<file path="src/verilog/pmta_pkg.sv">
/*
 * Shared constants and types of the program memory table access unit:
 * register map of the Avalon-MM slave, field positions, reset values,
 * command and state encodings, and the carrier structs.
 * Assumes nothing beyond a SystemVerilog compiler.
 */
package pmta_pkg;

   // ------------------------------------------------------------------
   // widths
   // ------------------------------------------------------------------
   localparam int PTR_W = 16;
   localparam int LATCH_W = 16;
   localparam int BYTE_W = 8;
   localparam int AV_ADDR_W = 4;
   localparam int AV_DATA_W = 32;
   localparam int NUM_CORE_SRC = 3; // pin, timer-zero clock pin, timer-zero overflow

   // ------------------------------------------------------------------
   // register map (byte addresses) and fields
   // ------------------------------------------------------------------
   localparam logic [AV_ADDR_W-1:0] REG_PTR = 4'h0;
   localparam logic [AV_ADDR_W-1:0] REG_LATCH = 4'h4;
   localparam logic [AV_ADDR_W-1:0] REG_CTRL = 4'h8;
   localparam logic [AV_ADDR_W-1:0] REG_STAT = 4'hC;
   localparam int CTRL_EXT_BIT = 0;
   localparam int STAT_LONG_BIT = 0;
   localparam int STAT_ABORT_BIT = 1;
   localparam int STAT_VPP_BIT = 2;
   localparam logic [PTR_W-1:0] PTR_RST = 16'h0000;
   localparam logic [LATCH_W-1:0] LATCH_RST = 16'h0000;
   localparam logic CTRL_EXT_RST = 1'b0;
   localparam logic [PTR_W-1:0] PTR_ONE = 16'h0001;

   // ------------------------------------------------------------------
   // encodings
   // ------------------------------------------------------------------
   typedef enum logic [2:0] {
      PMTA_OP_NONE = 3'b000,
      PMTA_OP_LATCH_WR = 3'b001, // latch_byte_write_instr
      PMTA_OP_WORD_WR = 3'b010,  // program_word_write_instr
      PMTA_OP_LATCH_RD = 3'b011, // latch_byte_read_instr
      PMTA_OP_WORD_RD = 3'b100   // program_word_read_instr
   } pmta_op_e;

   typedef enum logic [2:0] {
      PMTA_ST_IDLE = 3'b000,
      PMTA_ST_RD2 = 3'b001,
      PMTA_ST_XW2 = 3'b010,
      PMTA_ST_IW2 = 3'b011,
      PMTA_ST_LONG = 3'b100
   } pmta_st_e;

   // ------------------------------------------------------------------
   // carriers
   // ------------------------------------------------------------------
   typedef struct packed {
      pmta_op_e op;
      logic hi_sel;
      logic incr;
      logic [BYTE_W-1:0] data;
   } pmta_cmd_s;

   typedef struct packed {
      logic rd;
      logic wr;
      logic prog;
      logic ext;
      logic [PTR_W-1:0] addr;
      logic [LATCH_W-1:0] wdata;
   } pmta_mem_s;

   typedef struct packed {
      logic [NUM_CORE_SRC-1:0] clr;
      logic vector;
      logic periph_ack;
   } pmta_irq_s;

   typedef struct packed {
      pmta_st_e st;
      logic [PTR_W-1:0] ptr;
      logic [LATCH_W-1:0] latch;
      logic ext_mode;
      logic abort;
      logic incr;
      logic vpp_meta;
      logic vpp_ok;
      logic ack;
      logic [AV_DATA_W-1:0] rdata;
      logic [BYTE_W-1:0] rd_byte;
      logic rd_valid;
      pmta_irq_s irq;
   } pmta_state_s;

endpackage

</file>
<file path="src/verilog/pmta_irq_pick.sv">
/*
 * Priority picker over interrupt sources: flags a source that is both
 * enabled and flagged, and names the highest one (index 0 first).
 * Assumes enables and flags come from logic on the same clock.
 */
`timescale 1ns/1ps

module pmta_irq_pick #(
   parameter int N = 3
) (
   input wire logic [N-1:0] en_i,
   input wire logic [N-1:0] flag_i,
   output logic any_o,
   output logic [N-1:0] top_o
);

   // ------------------------------------------------------------------
   // one-hot of the lowest pending index
   // ------------------------------------------------------------------
   always_comb begin
      logic [N-1:0] pend;
      pend = en_i & flag_i;
      top_o = '0;
      for (int i = N - 1; i >= 0; i--) begin
         if (pend[i]) begin
            top_o = '0;
            top_o[i] = 1'b1;
         end
      end
      any_o = |pend;
   end

endmodule

</file>
<file path="src/verilog/pmta_table_access.sv">
/*
 * Table access unit: moves bytes between data space and 16-bit program
 * words through a holding latch and a word pointer, drives internal or
 * external program memory, and runs the interrupt-ended long write.
 * Assumes the core issues one command per cycle only while stall_o is
 * low, and that program memory read data is valid in the cycle rd is high.
 */
`timescale 1ns/1ps

// Functional notes
// - A program word moves to or from data space in two byte operations.
// - Latch-load and word-write copy a data byte into upper or lower latch byte.
// - Word-write stores the whole 16-bit latch at the pointer address.
// - Increment operand one advances pointer after a write (not an aborted one) and before a word-read refill; zero leaves it.
// - Internal word-write starts a long write that stalls the core.
// - Only reset or an enabled and flagged source ends a long write.
// - Global disable decides only vectoring when a long write ends.
// - Pin or timer-zero source ending long write has its flag cleared.
// - Peripheral source ending long write keeps its flag set.
// - Pending enabled interrupt aborts internal word-write; top core flag cleared.
// - Without programming voltage internal write takes two cycles, memory unchanged.
// - External word-write takes exactly two cycles, writing in the second.
// - External write completes despite interrupts; flag cleared or peripheral acknowledged.
// - External memory is used only in extended or microprocessor mode.
// - Word-read refills the latch, so the first read after setup is stale.
// - Word-read returns latch byte first, then refills from updated pointer.
module pmta_table_access
   import pmta_pkg::*;
(
   input wire logic clock_i,
   input wire logic sys_rst_i,
   // avalon-mm slave
   input wire logic [AV_ADDR_W-1:0] av_address_i,
   input wire logic av_read_i,
   input wire logic av_write_i,
   input wire logic [AV_DATA_W-1:0] av_writedata_i,
   input wire logic [3:0] av_byteenable_i,
   output logic [AV_DATA_W-1:0] av_readdata_o,
   output logic av_waitrequest_o,
   // core command side
   input wire logic cmd_valid_i,
   input wire pmta_cmd_s cmd_i,
   output logic stall_o,
   output logic [BYTE_W-1:0] rd_data_o,
   output logic rd_valid_o,
   // interrupt state from the core, index 0 highest priority
   input wire logic [NUM_CORE_SRC-1:0] core_irq_en_i,
   input wire logic [NUM_CORE_SRC-1:0] core_irq_flag_i,
   input wire logic periph_irq_en_i,
   input wire logic periph_irq_flag_i,
   input wire logic global_irq_disable_i,
   output pmta_irq_s irq_resp_o,
   // program voltage good, from reset_program_voltage_pin comparator
   input wire logic prog_voltage_ok_i,
   // program memory port
   output pmta_mem_s pmem_o,
   input wire logic [LATCH_W-1:0] pmem_rdata_i
);

   // ------------------------------------------------------------------
   // declarations
   // ------------------------------------------------------------------
   pmta_state_s s_ff;
   pmta_state_s nxt_s;
   logic core_any;
   logic [NUM_CORE_SRC-1:0] core_top;
   logic periph_hit;
   logic pend_any;
   logic req;
   logic blk;
   logic take;
   logic idle;
   logic cmd_go;

   // merge a 16-bit field with the low two byte lanes of a bus write
   function automatic logic [15:0] lane_merge(input logic [15:0] old,
                                              input logic [AV_DATA_W-1:0] wd,
                                              input logic [3:0] be);
      lane_merge = old;
      if (be[0]) begin
         lane_merge[7:0] = wd[7:0];
      end
      if (be[1]) begin
         lane_merge[15:8] = wd[15:8];
      end
   endfunction

   // place a data byte into the chosen latch half
   function automatic logic [15:0] latch_put(input logic [15:0] old,
                                             input logic hi,
                                             input logic [7:0] b);
      latch_put = hi ? {b, old[7:0]} : {old[15:8], b};
   endfunction

   // ------------------------------------------------------------------
   // interrupt priority
   // ------------------------------------------------------------------
   pmta_irq_pick #(
      .N(NUM_CORE_SRC)
   ) u_pick (
      .en_i(core_irq_en_i),
      .flag_i(core_irq_flag_i),
      .any_o(core_any),
      .top_o(core_top)
   );

   // a source counts only with enable and flag both set
   assign periph_hit = periph_irq_en_i & periph_irq_flag_i;
   assign pend_any = core_any | periph_hit;

   // ------------------------------------------------------------------
   // handshake terms
   // ------------------------------------------------------------------
   assign idle = (s_ff.st == PMTA_ST_IDLE);
   assign cmd_go = cmd_valid_i & idle;
   assign req = av_read_i | av_write_i;
   // bus writes wait while a command owns pointer and latch
   assign blk = av_write_i & (!idle | cmd_valid_i);
   assign take = req & s_ff.ack & !blk;
   assign av_waitrequest_o = req & !take;
   assign stall_o = !idle;

   // ------------------------------------------------------------------
   // next state
   // ------------------------------------------------------------------
   always_comb begin
      nxt_s = s_ff;
      nxt_s.rd_valid = 1'b0;
      nxt_s.irq = '0;
      nxt_s.vpp_meta = prog_voltage_ok_i;
      nxt_s.vpp_ok = s_ff.vpp_meta;
      nxt_s.ack = req & !s_ff.ack;

      // register read data captured on the first request cycle
      if (req & !s_ff.ack) begin
         nxt_s.rdata = '0;
         unique case (av_address_i)
            REG_PTR: nxt_s.rdata[PTR_W-1:0] = s_ff.ptr;
            REG_LATCH: nxt_s.rdata[LATCH_W-1:0] = s_ff.latch;
            REG_CTRL: nxt_s.rdata[CTRL_EXT_BIT] = s_ff.ext_mode;
            REG_STAT: begin
               nxt_s.rdata[STAT_LONG_BIT] = (s_ff.st == PMTA_ST_LONG);
               nxt_s.rdata[STAT_ABORT_BIT] = s_ff.abort;
               nxt_s.rdata[STAT_VPP_BIT] = s_ff.vpp_ok;
            end
            default: nxt_s.rdata = '0;
         endcase
      end

      // register writes
      if (take & av_write_i) begin
         unique case (av_address_i)
            REG_PTR: nxt_s.ptr = lane_merge(s_ff.ptr, av_writedata_i, av_byteenable_i);
            REG_LATCH: nxt_s.latch = lane_merge(s_ff.latch, av_writedata_i, av_byteenable_i);
            REG_CTRL: begin
               if (av_byteenable_i[0]) begin
                  nxt_s.ext_mode = av_writedata_i[CTRL_EXT_BIT];
               end
            end
            REG_STAT: begin
               if (av_byteenable_i[0] & av_writedata_i[STAT_ABORT_BIT]) begin
                  nxt_s.abort = 1'b0;
               end
            end
            default: ;
         endcase
      end

      // command sequencer
      unique case (s_ff.st)
         PMTA_ST_IDLE: begin
            if (cmd_go) begin
               unique case (cmd_i.op)
                  PMTA_OP_NONE: ;
                  PMTA_OP_LATCH_WR: begin
                     nxt_s.latch = latch_put(s_ff.latch, cmd_i.hi_sel, cmd_i.data);
                  end
                  PMTA_OP_LATCH_RD: begin
                     nxt_s.rd_byte = cmd_i.hi_sel ? s_ff.latch[15:8] : s_ff.latch[7:0];
                     nxt_s.rd_valid = 1'b1;
                  end
                  PMTA_OP_WORD_WR: begin
                     nxt_s.latch = latch_put(s_ff.latch, cmd_i.hi_sel, cmd_i.data);
                     nxt_s.incr = cmd_i.incr;
                     if (s_ff.ext_mode) begin
                        nxt_s.st = PMTA_ST_XW2;
                     end else if (pend_any) begin
                        nxt_s.abort = 1'b1;
                        nxt_s.irq.clr = core_top;
                     end else if (!s_ff.vpp_ok) begin
                        nxt_s.st = PMTA_ST_IW2;
                     end else begin
                        nxt_s.st = PMTA_ST_LONG;
                     end
                  end
                  PMTA_OP_WORD_RD: begin
                     // stale latch byte first, refill next cycle
                     nxt_s.rd_byte = cmd_i.hi_sel ? s_ff.latch[15:8] : s_ff.latch[7:0];
                     nxt_s.rd_valid = 1'b1;
                     if (cmd_i.incr) begin
                        nxt_s.ptr = s_ff.ptr + PTR_ONE;
                     end
                     nxt_s.st = PMTA_ST_RD2;
                  end
                  default: ;
               endcase
            end
         end
         PMTA_ST_RD2: begin
            nxt_s.latch = pmem_rdata_i;
            nxt_s.st = PMTA_ST_IDLE;
         end
         PMTA_ST_IW2: begin
            if (s_ff.incr) begin
               nxt_s.ptr = s_ff.ptr + PTR_ONE;
            end
            nxt_s.st = PMTA_ST_IDLE;
         end
         PMTA_ST_XW2: begin
            if (s_ff.incr) begin
               nxt_s.ptr = s_ff.ptr + PTR_ONE;
            end
            if (core_any) begin
               nxt_s.irq.clr = core_top;
            end else if (periph_hit) begin
               nxt_s.irq.periph_ack = 1'b1;
            end
            nxt_s.st = PMTA_ST_IDLE;
         end
         PMTA_ST_LONG: begin
            if (pend_any) begin
               if (s_ff.incr) begin
                  nxt_s.ptr = s_ff.ptr + PTR_ONE;
               end
               // top core source cleared, a peripheral flag is left alone
               nxt_s.irq.clr = core_any ? core_top : '0;
               nxt_s.irq.vector = !global_irq_disable_i;
               nxt_s.st = PMTA_ST_IDLE;
            end
         end
         default: nxt_s.st = PMTA_ST_IDLE;
      endcase
   end

   // ------------------------------------------------------------------
   // state register, reset also ends a long write
   // ------------------------------------------------------------------
   always_ff @(posedge clock_i) begin
      if (sys_rst_i) begin
         s_ff <= '{st: PMTA_ST_IDLE, ptr: PTR_RST, latch: LATCH_RST,
                   ext_mode: CTRL_EXT_RST, default: '0};
      end else begin
         s_ff <= nxt_s;
      end
   end

   // ------------------------------------------------------------------
   // outputs
   // ------------------------------------------------------------------
   always_comb begin
      pmem_o.addr = s_ff.ptr;
      pmem_o.wdata = s_ff.latch;
      pmem_o.ext = s_ff.ext_mode;
      pmem_o.rd = (s_ff.st == PMTA_ST_RD2);
      pmem_o.wr = (s_ff.st == PMTA_ST_XW2);
      pmem_o.prog = (s_ff.st == PMTA_ST_LONG) & s_ff.vpp_ok;
   end

   assign av_readdata_o = s_ff.rdata;
   assign rd_data_o = s_ff.rd_byte;
   assign rd_valid_o = s_ff.rd_valid;
   assign irq_resp_o = s_ff.irq;
endmodule

</file>
<file path="config.mk">
export PLATFORM = sky130hd
export DESIGN_NAME = pmta_table_access
export DESIGN_NICKNAME = d
export VERILOG_FILES = /design/src/verilog/pmta_pkg.sv /design/src/verilog/pmta_irq_pick.sv /design/src/verilog/pmta_table_access.sv
export SDC_FILE = /design/constraint.sdc
export NUM_CORES = 1
export LEC_CHECK = 0
export BUFFER_PORTS_ARGS = -buffer_cell sky130_fd_sc_hd__buf_2
export CAP_MARGIN = 20
export CORE_ASPECT_RATIO = 1.1
export CORE_UTILIZATION = 55
export CTS_BUF_LIST = sky130_fd_sc_hd__clkbuf_4
export DETAILED_ROUTE_END_ITERATION = 10
export PLACE_DENSITY = 0.95
export SLEW_MARGIN = 20
export SYNTH_ARGS = -nofsm -noshare
export SYNTH_HDL_FRONTEND = slang
export SYNTH_SLANG_ARGS = --single-unit
</file>
<file path="constraint.sdc">
create_clock -name clock_i -period 6.82 [get_ports clock_i]
set_input_delay 1.364 -clock clock_i [delete_from_list [all_inputs] [get_ports clock_i]]
set_output_delay 1.364 -clock clock_i [all_outputs]
set_load 0.005 [all_outputs]
</file>
==> impl_metrics.env <==
export IMPL_dp_hpwl_mm=9.54
export IMPL_vias=4392
export IMPL_outcome="complete, no violations"
export IMPL_fin_ws_ps=3270
export IMPL_synth_compound_area_frac=0.173
export IMPL_drt_first_pass_iters=7
export IMPL_drv_slew=0
export IMPL_cts_tree="built"
export IMPL_startpoint="av_write_i"
export IMPL_drt_first_iter_violations=653
export IMPL_regToRegSetupSlack_ps=4200
export IMPL_clock_latency_ps=430
export IMPL_rows=34
export IMPL_antenna_found_initial=0
export IMPL_ys_seq_elements=71
export IMPL_grt_pass1_wl_mm=20.7
export IMPL_fin_crit_sh=0.520
export IMPL_cts_buffers=9
export IMPL_grt_pass1_vias=4094
export IMPL_port_buffer_count=133
export IMPL_hold_viol=0
export IMPL_cts_hold_buf=0
export IMPL_synthArstFlopShare=0
export IMPL_ys_warnings_count=0
export IMPL_start_util=0.566
export IMPL_synth_edf_count=0
export IMPL_fin_crit_ps=3550
export IMPL_cp_endpoint="av_waitrequest_o"
export IMPL_area_growth_syn_to_layout_pct=7.57
export IMPL_wl_met2_mm=6.03
export IMPL_crit_fanout=19
export IMPL_grt_max_degree=65
export IMPL_die_height_um=96.6
export IMPL_highest_layer="met4"
export IMPL_clockBufferDepth=2
export IMPL_numClockSinks=71
export IMPL_dieArea_um2=8500
export IMPL_coreArea_um2=7910
export IMPL_nNetsFinal=663
export IMPL_slew_headroom=0.377
export IMPL_ant_nets=0
export IMPL_m1WireLength_mm=4.84
export IMPL_final_cell_mix="132 x buf_2, 71 x dfxtp_1, 66 x nor2_1, 39 x nor3_1, 37 x nand2_1"
export IMPL_antenna_cells=0
export IMPL_gr_total_overflow=0
export IMPL_netlist_area_um2=4480
export IMPL_max_freq_mhz=282
export IMPL_final_common_cell="buf_2"
export IMPL_htree_levels=3
export IMPL_cts_repair_resized=0
export IMPL_stdcell_area_um2=4820
export IMPL_maxCapViolCount=0
export IMPL_reg2reg_depth=5
export IMPL_worstPathRequired_ps=5460
export IMPL_io_pin_count=168
export IMPL_hold_depth=1
export IMPL_fin_setup_tns_ps=0
export IMPL_routabilityCongestion=0.967
export IMPL_synth_xor_xnor_area_share=0.00196
export IMPL_tightestPinTransition_ps=932
export IMPL_rr_endpoint="pmem_o[4]$_SDFFE_PP0P_"
export IMPL_endpoint_kind="output pin"
export IMPL_path_clk_slew_ps=120
export IMPL_routed_wirelength_mm=13.1
export IMPL_synth_simple_area_share=0.259
export IMPL_holdCritStartpoint="nxt_s[47]$_SDFF_PP0_"
export IMPL_post_cts_buffers=0
export IMPL_synth_cells=522
export IMPL_avgSynthCellArea_um2=8.58
export IMPL_synth_top_family_by_area="simple AND/OR/NAND/NOR gates"
export IMPL_wire_per_inst_um=18.9
export IMPL_ys_flop_type="dfxtp_1"
export IMPL_arrival_ps=2190
export IMPL_critical_path_class="in -> out"
export IMPL_synth_mux_area_frac=0.0805
export IMPL_postPlaceCellArea_um2=4630
export IMPL_synth_cell_types=67
export IMPL_setup_violations=0
export IMPL_leakage_nw=2.06
export IMPL_drive_gt1_frac=0.316
export IMPL_fin_util=0.609
export IMPL_hold_class="reg -> reg"
export IMPL_synthAdderAreaFrac=0.00279
export IMPL_grt_usage=0.317
export IMPL_cts_root_buf="clkbuf_4"
export IMPL_post_route_drc_count=0
export IMPL_worst_setup_path_start_kind="input pin"
export IMPL_seq_area_frac_synth=0.317
export IMPL_fin_worst_skew_ps=15.7
export IMPL_power_density_nw_per_um2=183
export IMPL_grt_setup_unrepaired="false"
export IMPL_wl_met3_mm=1.54
export IMPL_r2r_start="s_ff[86]$_SDFFE_PP0P_"
export IMPL_dpl_worst_slack_ps=2990
export IMPL_die_x_um=88.0
export IMPL_peakVddDrop_v=0.0000952
export IMPL_vias_per_cell=6.36
cells in the mapped netlist (3+ instances only):
cell type | n | area [um^2]
a211oi_1 | 12 | 90.1
mux2_2 | 14 | 158
a221o_1 | 5 | 50.1
nor2_1 | 66 | 248
nor3_4 | 5 | 81.3
nand3b_1 | 3 | 22.5
o311ai_0 | 3 | 26.3
a22oi_1 | 3 | 22.5
o211ai_1 | 3 | 22.5
nand4b_1 | 6 | 52.6
dfxtp_1 | 71 | 1420
clkbuf_1 | 16 | 60.1
buf_6 | 3 | 33.8
a31oi_1 | 4 | 25.0
a222oi_1 | 17 | 170
nor3_2 | 3 | 30.0
nand3_1 | 11 | 55.1
buf_2 | 5 | 25.0
a21oi_1 | 9 | 45.0
nand2_1 | 37 | 139
o31ai_1 | 4 | 30.0
nor2b_1 | 5 | 31.3
nand2b_1 | 4 | 25.0
and2_1 | 3 | 18.8
mux2i_1 | 15 | 150
inv_1 | 4 | 15.0
nor3b_1 | 7 | 52.6
a221oi_1 | 13 | 114
nor3_1 | 39 | 195
o21ai_0 | 9 | 45.0
buf_4 | 80 | 601
worst min path at each step:
stage	endpoint	slack, ps
CTS	s_ff[47]$_SDFF_PP0_	460
global placement	s_ff[47]$_SDFF_PP0_	420
finish	s_ff[47]$_SDFF_PP0_	450
global route	s_ff[47]$_SDFF_PP0_	460
floorplan	s_ff[47]$_SDFF_PP0_	410
detailed placement	s_ff[47]$_SDFF_PP0_	430
state kept, by name (all words and copies together) (netlist names):
register,cells
rd_data_o,8
pmem_o,33
s_ff,7
rd_valid_o,1
irq_resp_o,5
nxt_s,1
av_readdata_o,16
critical path: stages:
cell,delay (ps)
buf_2,120
nor2_1,100
or2_2,380
nand2_1,80
buf_2,140
metrics by stage:
| step | std cells | hold slack (ps) | total power [mW] |
|---|---|---|---|
| after global routing | 691 | 462 | 0.921 |
| after floorplan | 537 | 414 | 0.542 |
| after global placement | 675 | 417 | 0.572 |
| after detailed placement | 675 | 426 | 0.577 |
| after CTS | 691 | 456 | 0.882 |
| final | 691 | 452 | 0.883 |
where the power goes:
group | total [mW] | leakage [nW] | switching [mW] | internal (mW)
Combinational | 0.132 | 1.40 | 0.0798 | 0.0527
Sequential | 0.441 | 0.577 | 0.0127 | 0.429
Clock | 0.309 | 0.0837 | 0.160 | 0.149
kinds of logic after synthesis:
| family | after synthesis |
|---|---|
| and+or+nand+nor | 211 |
| buffers and inverters | 109 |
| AOI/OAI and AO/OA | 96 |
| DFF | 71 |
| muxes | 32 |
| adders and majority gates | 1 |
| other | 1 |
| xor gates and xnor gates | 1 |
metal layers:
layer,up-vias,global-route usage
met5,-,0
met4,0,0.172
met3,65,0.0870
met2,348,0.472
met1,2022,0.412
li1,1957,-
layout make-up:
type	count	area, um^2
Sequential cell	71	1420
Fill cell	686	3100
Multi-Input combinational cell	357	2400
Clock buffer	9	67.6
Tap cell	108	135
Clock inverter	7	97.6
Timing Repair Buffer	135	683
Inverter	4	15.0
Note: power is estimated with default switching activity, not from simulation.
